--- src/logic/scr_pkg.sv ---
package scr_pkg;

   // register map
   localparam logic [7:0] SPARE_CONTROL_OFFSET = 8'h63;
   localparam logic [7:0] SPARE_CONTROL_RESET = 8'h00;
   localparam logic [7:0] UNMAPPED_READ_VALUE = 8'h00;

   // field positions inside spare_control
   localparam int CLK_OUT_DRIVE_SEL_POS = 0;
   localparam int BUCK4_IMMEDIATE_STEP_POS = 1;
   localparam int BUCK4_DELAY_SELECT_POS = 2;
   localparam int FAST_OSC_GATE_EN_POS = 3;
   localparam int USED_FIELD_WIDTH = 4;

   // upper nibble has no function and reads back as zero
   localparam logic [3:0] UNUSED_FIELD_VALUE = 4'h0;

   // clock output drive modes, as encoded in clk_out_drive_sel
   localparam logic DRIVE_PUSH_PULL = 1'b0;
   localparam logic DRIVE_OPEN_DRAIN = 1'b1;

   // stored fields, msb first matches bit 3 down to bit 0
   typedef struct packed {
      logic fastOscGateEn;
      logic buck4DelaySelect;
      logic buck4ImmediateStep;
      logic clkOutDriveSel;
   } scr_spare_s;

   // register port request
   typedef struct packed {
      logic wrEn;
      logic rdEn;
      logic [7:0] addr;
      logic [7:0] wrData;
   } scr_reg_req_s;

endpackage

--- src/logic/scr_spare_control.sv ---
`timescale 1ns/100ps
module scr_spare_control (
   // clock and power-on reset
   input wire logic sys_clk,
   input wire logic resetn,
   // register access port
   input wire scr_pkg::scr_reg_req_s regReq,
   output logic [7:0] regRdData,
   output logic regRdValid,
   // device state and request pins
   input wire logic deviceOnState,
   input wire logic power_request_pin,
   input wire logic clock_request_pin,
   // raw 32k clock from the rc oscillator
   input wire logic clk32kRaw,
   // 32k clock output pin
   output logic clk32kPinOut,
   output logic clk32kPinOe,
   // fast oscillator enable
   output logic fastOscRun,
   // converter control, clock drive select and oscillator gate enable
   output logic buck4_immediate_step,
   output logic buck4_delay_select,
   output logic clk_out_drive_sel,
   output logic fast_osc_gate_en
);

   // address match, used by both write and read paths
   function automatic logic hitSpare(input logic [7:0] addr);
      hitSpare = (addr == scr_pkg::SPARE_CONTROL_OFFSET);
   endfunction

   // full register image with unused nibble forced to zero
   function automatic logic [7:0] spareImage(input scr_pkg::scr_spare_s f);
      spareImage = {scr_pkg::UNUSED_FIELD_VALUE, f};
   endfunction

   scr_pkg::scr_spare_s spare_q;
   scr_pkg::scr_spare_s spare_d;
   logic [7:0] rdData_q;
   logic [7:0] rdData_d;
   logic rdValid_q;
   logic rdValid_d;

   // register next state: write stores only the four used bits
   always_comb begin
      spare_d = spare_q;
      if (regReq.wrEn && hitSpare(regReq.addr)) begin
         spare_d = scr_pkg::scr_spare_s'(regReq.wrData[scr_pkg::USED_FIELD_WIDTH-1:0]);
      end
   end

   // read path; unmapped offsets answer a fixed value rather than stale data
   always_comb begin
      rdValid_d = regReq.rdEn;
      rdData_d = rdData_q;
      if (regReq.rdEn) begin
         if (hitSpare(regReq.addr)) begin
            rdData_d = spareImage(spare_q);
         end else begin
            rdData_d = scr_pkg::UNMAPPED_READ_VALUE;
         end
      end
   end

   // register and read flops
   always_ff @(posedge sys_clk or negedge resetn) begin
      if (!resetn) begin
         spare_q <= scr_pkg::scr_spare_s'(scr_pkg::SPARE_CONTROL_RESET[scr_pkg::USED_FIELD_WIDTH-1:0]);
         rdData_q <= scr_pkg::SPARE_CONTROL_RESET;
         rdValid_q <= 1'b0;
      end else begin
         spare_q <= spare_d;
         rdData_q <= rdData_d;
         rdValid_q <= rdValid_d;
      end
   end

   // read strobe answers exactly one cycle later
   rd_valid_pulse_a: assert property (
      @(posedge sys_clk) disable iff (!resetn)
      resetn |=> regRdValid == $past(regReq.rdEn))
      else $error("read valid pulse wrong");

   // read data stands until the next read
   rd_data_hold_a: assert property (
      @(posedge sys_clk) disable iff (!resetn)
      resetn && !regReq.rdEn |=> $stable(regRdData))
      else $error("read data changed without a read");

   // offsets other than spare_control read a fixed zero
   unmapped_read_a: assert property (
      @(posedge sys_clk) disable iff (!resetn)
      resetn && regReq.rdEn && !hitSpare(regReq.addr)
      |=> regRdValid && (regRdData == scr_pkg::UNMAPPED_READ_VALUE))
      else $error("unmapped read not zero");

   // a read in the cycle of a write returns the old contents
   same_cycle_rdwr_a: assert property (
      @(posedge sys_clk) disable iff (!resetn)
      resetn && regReq.rdEn && regReq.wrEn && hitSpare(regReq.addr) |=> regRdData == {4'h0, $past(spare_q)})
      else $error("read during write not old value");

   // drive select and gating bits follow written data
   gate_sel_store_a: assert property (
      @(posedge sys_clk) disable iff (!resetn)
      resetn && regReq.wrEn && hitSpare(regReq.addr)
      |=> fast_osc_gate_en == $past(regReq.wrData[3]) && clk_out_drive_sel == $past(regReq.wrData[0]))
      else $error("gate or drive select bit not stored");

   logic clkPinOut_d;
   logic clkPinOe_d;
   logic clkPinOut_q;
   logic clkPinOe_q;

   // 32k output driver: open-drain only ever pulls low, high comes from the pull-up
   always_comb begin
      if (spare_q.clkOutDriveSel == scr_pkg::DRIVE_OPEN_DRAIN) begin
         clkPinOut_d = 1'b0;
         clkPinOe_d = !clk32kRaw;
      end else begin
         clkPinOut_d = clk32kRaw;
         clkPinOe_d = 1'b1;
      end
   end

   logic oscRun_d;
   logic oscRun_q;

   // fast oscillator gating; always off outside the on state
   always_comb begin
      if (!deviceOnState) begin
         oscRun_d = 1'b0;
      end else if (!spare_q.fastOscGateEn) begin
         oscRun_d = 1'b1;
      end else begin
         oscRun_d = power_request_pin || clock_request_pin;
      end
   end

   // oscillator is held off outside the on state
   osc_off_state_a: assert property (
      @(posedge sys_clk) disable iff (!resetn)
      resetn && !deviceOnState |=> !fastOscRun)
      else $error("fast oscillator running outside on state");

   // pin and oscillator flops, one cycle behind their causes
   always_ff @(posedge sys_clk or negedge resetn) begin
      if (!resetn) begin
         clkPinOut_q <= 1'b0;
         clkPinOe_q <= 1'b0;
         oscRun_q <= 1'b0;
      end else begin
         clkPinOut_q <= clkPinOut_d;
         clkPinOe_q <= clkPinOe_d;
         oscRun_q <= oscRun_d;
      end
   end

   // outputs straight from flops
   assign regRdData = rdData_q;
   assign regRdValid = rdValid_q;
   assign clk32kPinOut = clkPinOut_q;
   assign clk32kPinOe = clkPinOe_q;
   assign fastOscRun = oscRun_q;
   assign buck4_immediate_step = spare_q.buck4ImmediateStep;
   assign buck4_delay_select = spare_q.buck4DelaySelect;
   assign clk_out_drive_sel = spare_q.clkOutDriveSel;
   assign fast_osc_gate_en = spare_q.fastOscGateEn;

   // upper nibble of a spare_control read is zero
   upper_zero_a: assert property (
      @(posedge sys_clk) disable iff (!resetn)
      regReq.rdEn && hitSpare(regReq.addr) |=> regRdValid && (regRdData[7:4] == 4'h0))
      else $error("spare_control upper bits read nonzero");

   // a write is read back on the next read
   write_readback_a: assert property (
      @(posedge sys_clk) disable iff (!resetn)
      regReq.wrEn && hitSpare(regReq.addr) ##1 regReq.rdEn && hitSpare(regReq.addr) && !regReq.wrEn
      |=> regRdData == {4'h0, $past(regReq.wrData[3:0], 2)})
      else $error("spare_control readback mismatch");

   // push-pull drives every cycle and follows the raw clock
   // sampled resetn skips the release edge, which the flops still spend in reset
   push_pull_a: assert property (
      @(posedge sys_clk) disable iff (!resetn)
      resetn && !clk_out_drive_sel && !(regReq.wrEn && hitSpare(regReq.addr))
      |=> clk32kPinOe && (clk32kPinOut == $past(clk32kRaw)))
      else $error("push-pull clock output wrong");

   // open-drain never drives high, pulls low exactly when the clock is low
   open_drain_a: assert property (
      @(posedge sys_clk) disable iff (!resetn)
      resetn && clk_out_drive_sel && !(regReq.wrEn && hitSpare(regReq.addr))
      |=> !clk32kPinOut && (clk32kPinOe == !$past(clk32kRaw)))
      else $error("open-drain clock output wrong");

   // ungated oscillator stays on through the on state
   osc_continuous_a: assert property (
      @(posedge sys_clk) disable iff (!resetn)
      resetn && deviceOnState && !fast_osc_gate_en |=> fastOscRun)
      else $error("fast oscillator stopped while ungated");

   // gated oscillator stops only with both pins low
   osc_gated_off_a: assert property (
      @(posedge sys_clk) disable iff (!resetn)
      resetn && deviceOnState && fast_osc_gate_en |=> fastOscRun == $past(power_request_pin || clock_request_pin))
      else $error("gated fast oscillator state wrong");

   // converter bits follow written data
   buck4_bits_a: assert property (
      @(posedge sys_clk) disable iff (!resetn)
      regReq.wrEn && hitSpare(regReq.addr)
      |=> buck4_immediate_step == $past(regReq.wrData[1]) && buck4_delay_select == $past(regReq.wrData[2]))
      else $error("buck4 control bits not stored");

   // register holds when not written
   reg_hold_a: assert property (
      @(posedge sys_clk) disable iff (!resetn)
      !(regReq.wrEn && hitSpare(regReq.addr)) |=> $stable(spare_q))
      else $error("spare_control changed without a write");

endmodule // scr_spare_control

--- config.mk ---
export PLATFORM = sky130hd
export DESIGN_NAME = scr_spare_control
export DESIGN_NICKNAME = d
export VERILOG_FILES = /design/src/logic/scr_pkg.sv /design/src/logic/scr_spare_control.sv
export SDC_FILE = /design/constraint.sdc
export NUM_CORES = 1
export LEC_CHECK = 0
export BUFFER_PORTS_ARGS = -buffer_cell sky130_fd_sc_hd__buf_2
export CORE_MARGIN = 4
export CORE_UTILIZATION = 37
export CTS_BUF_LIST = sky130_fd_sc_hd__clkbuf_4 sky130_fd_sc_hd__clkbuf_8 sky130_fd_sc_hd__clkbuf_16
export DETAILED_ROUTE_END_ITERATION = 8
export HOLD_SLACK_MARGIN = 0.12
export PLACE_DENSITY_LB_ADDON = 0.25
export SYNTH_ARGS = -nofsm -noshare
export SYNTH_HDL_FRONTEND = slang
export SYNTH_SLANG_ARGS = --single-unit
--- constraint.sdc ---
create_clock -name sys_clk -period 1.1 [get_ports sys_clk]
set_input_delay 0.055 -clock sys_clk [delete_from_list [all_inputs] [get_ports sys_clk]]
set_output_delay 0.055 -clock sys_clk [all_outputs]
set_load 0.02 [all_outputs]
Word-level counts from Yosys, hierarchy flattened. Cells that the tools add are included.

Output and inout bits: 16. Input port bits: 24. Register bits: 16.

Equality and inequality tests: 1. Reductions and logical operators: 3. Mux-type cells: 5.

Operators with widths (number): $eq A8 B7 Y1 const B (1); $mux W1 (4); $mux W4 (1); $logic_and A1 B1 Y1 (1); $logic_not A1 Y1 (1); $logic_or A1 B1 Y1 (1).

Longest topological paths before layout. Gate-level depths: netlist (run 1).

Depth after elaboration: 3. Depth in mapped cells: 3. Depth with buffers taken out: 3.

Worst setup path after synthesis (run 1). No wires, ideal clock.

Kind: input-to-reg. Start: input port regReq[15] (netlist bit). End: register spare_q, in the netlist buck4_delay_select. Setup slack: 179 ps. Path buffers: 0. Arrival: 796 ps. Stages on the path: 3. Cell sequence: nor4b_4 nand4_2 mux2_2.

Cells in the longest elaborated chain, start to end: 2.

RTL lines: from (decl) (line scr_spare_control.sv:7) `input wire scr_pkg::scr_reg_req_s regReq,`; $eq A8 B7 Y1 (line scr_spare_control.sv:30) `hitSpare = (addr == scr_pkg::SPARE_CONTROL_OFFSET);`; $logic_and A1 B1 Y1 (line scr_spare_control.sv:48) `if (regReq.wrEn && hitSpare(regReq.addr)) begin`; to (signal assigned) (line scr_spare_control.sv:69) `spare_q <= scr_pkg::scr_spare_s'(scr_pkg::SPARE_CONTROL_RESET[scr_pkg::USED_FIELD_WIDTH-1:0]);`; to (signal assigned) (line scr_spare_control.sv:73) `spare_q <= spare_d;`; to (decl) (line scr_spare_control.sv:38) `scr_pkg::scr_spare_s spare_q;`.

No other way between the ends. A chain may end at the register's enable or synchronous reset.

Final worst setup path (run 1).
Start: register spare_q, in the netlist clk_out_drive_sel. End: output port clk_out_drive_sel.

RTL lines: to (decl) (line scr_spare_control.sv:24) `output logic clk_out_drive_sel,`.

No word-level cell between the ends.

==> results of run 1 <==
[worst min path at each step]
stage                           from            endpoint  slack, ps
after floorplan               resetn  buck4_delay_select       -240
after global placement        resetn          regRdValid        -60
after detailed placement      resetn        regRdData[2]        -60
after CTS                     resetn        regRdData[2]        180
after global routing      regReq[17]  buck4_delay_select        180
final                         resetn        regRdData[0]        180
[cell type report]
cell class | count | area [µm²] | share of cell area
inverter | 4 | 15.0 | 0.0188
timing repair buffer | 41 | 255 | 0.319
multi-input combinational | 25 | 175 | 0.219
clock buffer | 4 | 36.3 | 0.0453
sequential | 12 | 300 | 0.375
tap | 15 | 18.8 | 0.0234
[layer usage]
layer,routed length (µm),track usage,up-vias
li1,-,-,222
met1,377,0.121,205
met2,613,0.201,16
met3,84,0.0518,0
met4,0,0.0526,0
met5,0,0,-
[timing repair]
action	CTS	global route
gates resized for setup	0	0
hold buffers	10	0
setup endpoints to repair	0	0
setup buffers	0	0
hold endpoints to repair	24	0
[cell usage in the layout, fill, tap and decap left out, drive strengths merged, types with 2 or more instances in the layout]
master	instances
inv	4
dfrtp	12
clkbuf	4
o22ai	4
conb	4
nand2	5
dlygate4sd3	10
nor2b	2
buf	31
mux2	4
[sequential cells by signal (all words and copies together), names as in the netlist]
register,cells
buck4_immediate_step,1
fastOscRun,1
clk32kPinOe,1
clk_out_drive_sel,1
clk32kPinOut,1
regRdValid,1
fast_osc_gate_en,1
regRdData,4
buck4_delay_select,1
[Yosys cell counts]
master	instances	area (µm²)
dfrtp_1	12	300
nand2_1	5	18.8
buf_4	4	30.0
inv_1	4	15.0
mux2_2	4	45.0
o22ai_1	4	25.0
nor2b_1	2	12.5
a21boi_0	1	7.51
and2_1	1	6.26
buf_1	1	3.75
conb_1	1	3.75
nand3_1	1	5.00
nand4_2	1	12.5
nor2_1	1	3.75
nor4b_4	1	23.8
[kinds of logic (layout without fill, tap and decap cells)]
kind of cell / after synthesis / after routing / synth area share
mux: 4 / 4 / 0.0878
buf+inv: 9 / 49 / 0.0951
flops: 12 / 12 / 0.585
simple gates: 12 / 12 / 0.161
compound gates: 5 / 5 / 0.0634
other cells: 1 / 4 / 0.00731
[report_power, final]
group          switching, mW  internal, mW
Sequential           0.00786         0.454
Clock                  0.139         0.201
Combinational         0.0683        0.0696
Total                  0.215         0.724
[through the flow]
step           cells  power [mW]
2_1_floorplan     46       0.534
3_3_place_gp      87       0.581
3_5_place_dp      87       0.583
4_1_cts          101       0.951
5_1_grt          101       0.989
6_report         101       0.939
==> results.toml, run 1 <==
[floorplanning]
die_w_um = 45.2
die_h_um = 45.2
design.core.area_mm2 = 0.00130
ioPinCount = 40
placementRows = 13
dieArea_mm2 = 0.00205
initial_core_util = 0.394

[place]
port-buffer-count = 31
dp_slack_ps = -30.1
gp_congestion = 0.666
place_area_um2 = 664

[route]
first_pass_iters = 4
routedWlPerCell_um = 10.6
drc = 0
vias = 443
routed_via_density = 4.39
drt-total-wl_mm = 1.07
drtIter0Drc = 1
ant_nets = 0

[worst_hold_path]
holdCritPathClass = "input pin to asynchronous set/reset pin"

[grt]
grt_use_total = 0.117
grt_pass1_vias = 396
gr-total-overflow = 0
antenna_found_initial = 0
grt_max_degree = 13
grt_first_pass_wirelength_mm = 1.64

[timing]
rsz0062_at_grt = "no"
finalHoldWorstSlack_ps = 179
timing.fmax_ghz = 1.10
setup_slack_ps = 187
final-hold-violation-count = 0
final-setup-viol-count = 0
min_period_over_period = 0.830
min_period_ps = 913
slew_viol_final = 0
finClkSkew_ps = 1.28
setup_tns_ps = 0

[cts]
htreeDepth = 1
clock_path_buffers = 2
root_buffer = "clkbuf_4"
worstSkewPairLatency_ps = 260
cts_sinks = 12
cts_tree = "yes"
cts.clk_slew.worst_paths_ps = 70
cts_made_buffers = 3

[critical_path]
crit_chain = "buf_2"
path_depth = 1
crit_path_start_kind = "flip-flop"
startpoint = "clk_out_drive_sel"
max_stage_delay_ps = 420
endpoint = "clk_out_drive_sel"
r2r-end = "clk_out_drive_sel"
cp_top_family = "flip-flops"
r2r-start = "clk_out_drive_sel"
path_buf_inv = 1
worst-r2r-setup-slack_ps = 300
reg2reg_depth = 1
critPathRequiredTime_ps = 1040
endpoint_kind = "output port"
cp_max_fo = 5
arrival_ps = 860
slowest_stage = "dfrtp_1"
criticalPathCategory = "flip-flop to output port"

[layout]
fin_area_um2 = 801
antenna_cells = 0
finalNetCount = 111
nFillCells = 123
drive_gt1_frac = 0.477
syn2layout_area_growth_pct = 56.1
fin_util = 0.615

[run]
drv_cap = 0

[synthesis]
ys_seq_area_frac = 0.585
ys_seq_elements = 12
synth.avg_cell_area_um2 = 11.9
synth_area_um2 = 513
synth_warnings = 0
syn_inst = 43
yosysUniqueCellTypes = 15

[pwr]
vdd_drop_max_mv = 0.818
leakagePower_nw = 0.422
powerDensity_mw_per_mm2 = 1170

[status]
run_status = "completed"
Note: power is estimated with default switching activity, not from simulation.
==> run 2, diff against run 1 <==
==> constraint.sdc (replaced) <==
create_clock -name sys_clk -period 0.9 [get_ports sys_clk]
set_input_delay 0.045 -clock sys_clk [delete_from_list [all_inputs] [get_ports sys_clk]]
set_output_delay 0.045 -clock sys_clk [all_outputs]
set_load 0.02 [all_outputs]
==> results.toml, run 2 (synthesis results as in run 1) <==
[place]
gp_congestion = 0.671
port-buffer-count = 31
dp_slack_ps = -198
dp.cells = 88

[route]
drt-total-wl_mm = 1.17
routedWlPerCell_um = 11.3
first_pass_iters = 2
drtIter0Drc = 2
routed_via_density = 4.46
vias = 464
drc = 0
ant_nets = 0

[layout]
layout_common_cells = "buf_2 (27), dfrtp_1 (12), dlygate4sd3_1 (10)"
layout.cells.most_common = "buf_2"
largest_reg_flops = 4
antenna_cells = 0
finalNetCount = 114
drive_gt1_frac = 0.494
layout.cells.non_filler = 104
fin_util = 0.652
syn2layout_area_growth_pct = 65.4

[floorplanning]
die_h_um = 45.2
placementRows = 13
dieArea_mm2 = 0.00205
die_w_um = 45.2
ioPinCount = 40
design.core.area_mm2 = 0.00130
initial_core_util = 0.394

[critical_path]
worst-r2r-setup-slack_ps = 100
path_depth = 1
r2r-end = "fast_osc_gate_en"
reg2reg_depth = 1
max_stage_delay_ps = 420
cp_top_family = "flip-flops"
critPathRequiredTime_ps = 850
arrival_ps = 830
path_buf_inv = 1
criticalPathCategory = "flip-flop to output port"
crit_chain = "buf_6"
slowest_stage = "dfrtp_1"
cp_max_fo = 4
endpoint_kind = "output port"
r2r-start = "fast_osc_gate_en"
crit_path_start_kind = "flip-flop"

[timing]
final-setup-viol-count = 0
final-hold-violation-count = 0
slew_viol_final = 0
timing.fmax_ghz = 1.15
min_period_over_period = 0.970
finClkSkew_ps = 2.45
rsz0062_at_grt = "yes"
setup_slack_ps = 26.7
min_period_ps = 873
setup_tns_ps = 0

[pwr]
leakagePower_nw = 0.438
powerDensity_mw_per_mm2 = 1380
vdd_drop_max_mv = 0.753

[cts]
root_buffer = "clkbuf_4"
cts.clk_slew.worst_paths_ps = 70
cts_made_buffers = 3
cts_tree = "yes"
worstSkewPairLatency_ps = 260
cts_sinks = 12
htreeDepth = 1
clock_path_buffers = 2

[worst_hold_path]
holdCritPathClass = "input pin to asynchronous set/reset pin"

[status]
run_status = "completed"

[grt]
gr-total-overflow = 0
grt_pass1_vias = 484
antenna_found_initial = 0
grt_first_pass_wirelength_mm = 1.92
grt_max_degree = 13
grt_use_total = 0.138

[run]
drv_cap = 0
-- run 2: worst max-delay path by stage --
stage	end	slack [ps]	startpoint
2_1_floorplan	buck4_delay_select	5	regReq[15]
3_3_place_gp	fast_osc_gate_en	-170	regReq[15]
3_5_place_dp	buck4_delay_select	-200	regReq[15]
4_1_cts	fast_osc_gate_en	5	fast_osc_gate_en
5_1_grt	buck4_immediate_step	-10	buck4_immediate_step
6_report	fast_osc_gate_en	30	fast_osc_gate_en
-- run 2: timing repair --
action / CTS / global route
gates resized for setup: 0 / 8
endpoints found under the hold margin: 24 / 0
hold buffers: 10 / 0
endpoints found under the setup margin: 1 / 4
buffers inserted: 1 / 1
-- run 2: layer usage --
layer  vias to the layer above  global-route usage  share of wire
li1                        231                   -              -
met1                       213               0.132           0.33
met2                        18               0.243           0.58
met3                         2              0.0518          0.079
met4                         0              0.0877          0.010
met5                         -                   0              0
-- run 2: report_power, final --
group          leakage (nW)  total (mW)  internal [mW]  switching (mW)
Clock                0.0210       0.413          0.245           0.167
Combinational         0.263       0.191          0.103          0.0887
Sequential            0.155       0.566          0.555          0.0111
Total                 0.438        1.17          0.903           0.267
-- run 2: final cells by class --
class	count	area (µm²)
clock buffer	4	36.3
tap	15	18.8
fill	112	453
sequential	12	300
timing repair buffer	44	303
inverter	4	15.0
multi-input combinational	25	175
-- run 2: metrics by stage --
stage / power (mW) / hold slack [ps] / cell area [µm²]
final: 1.17 / 181 / 848
after global placement: 0.713 / -72.3 / 672
after CTS: 1.17 / 178 / 816
after floorplan: 0.653 / -251 / 524
after global routing: 1.24 / 198 / 848
after detailed placement: 0.716 / -68.6 / 672
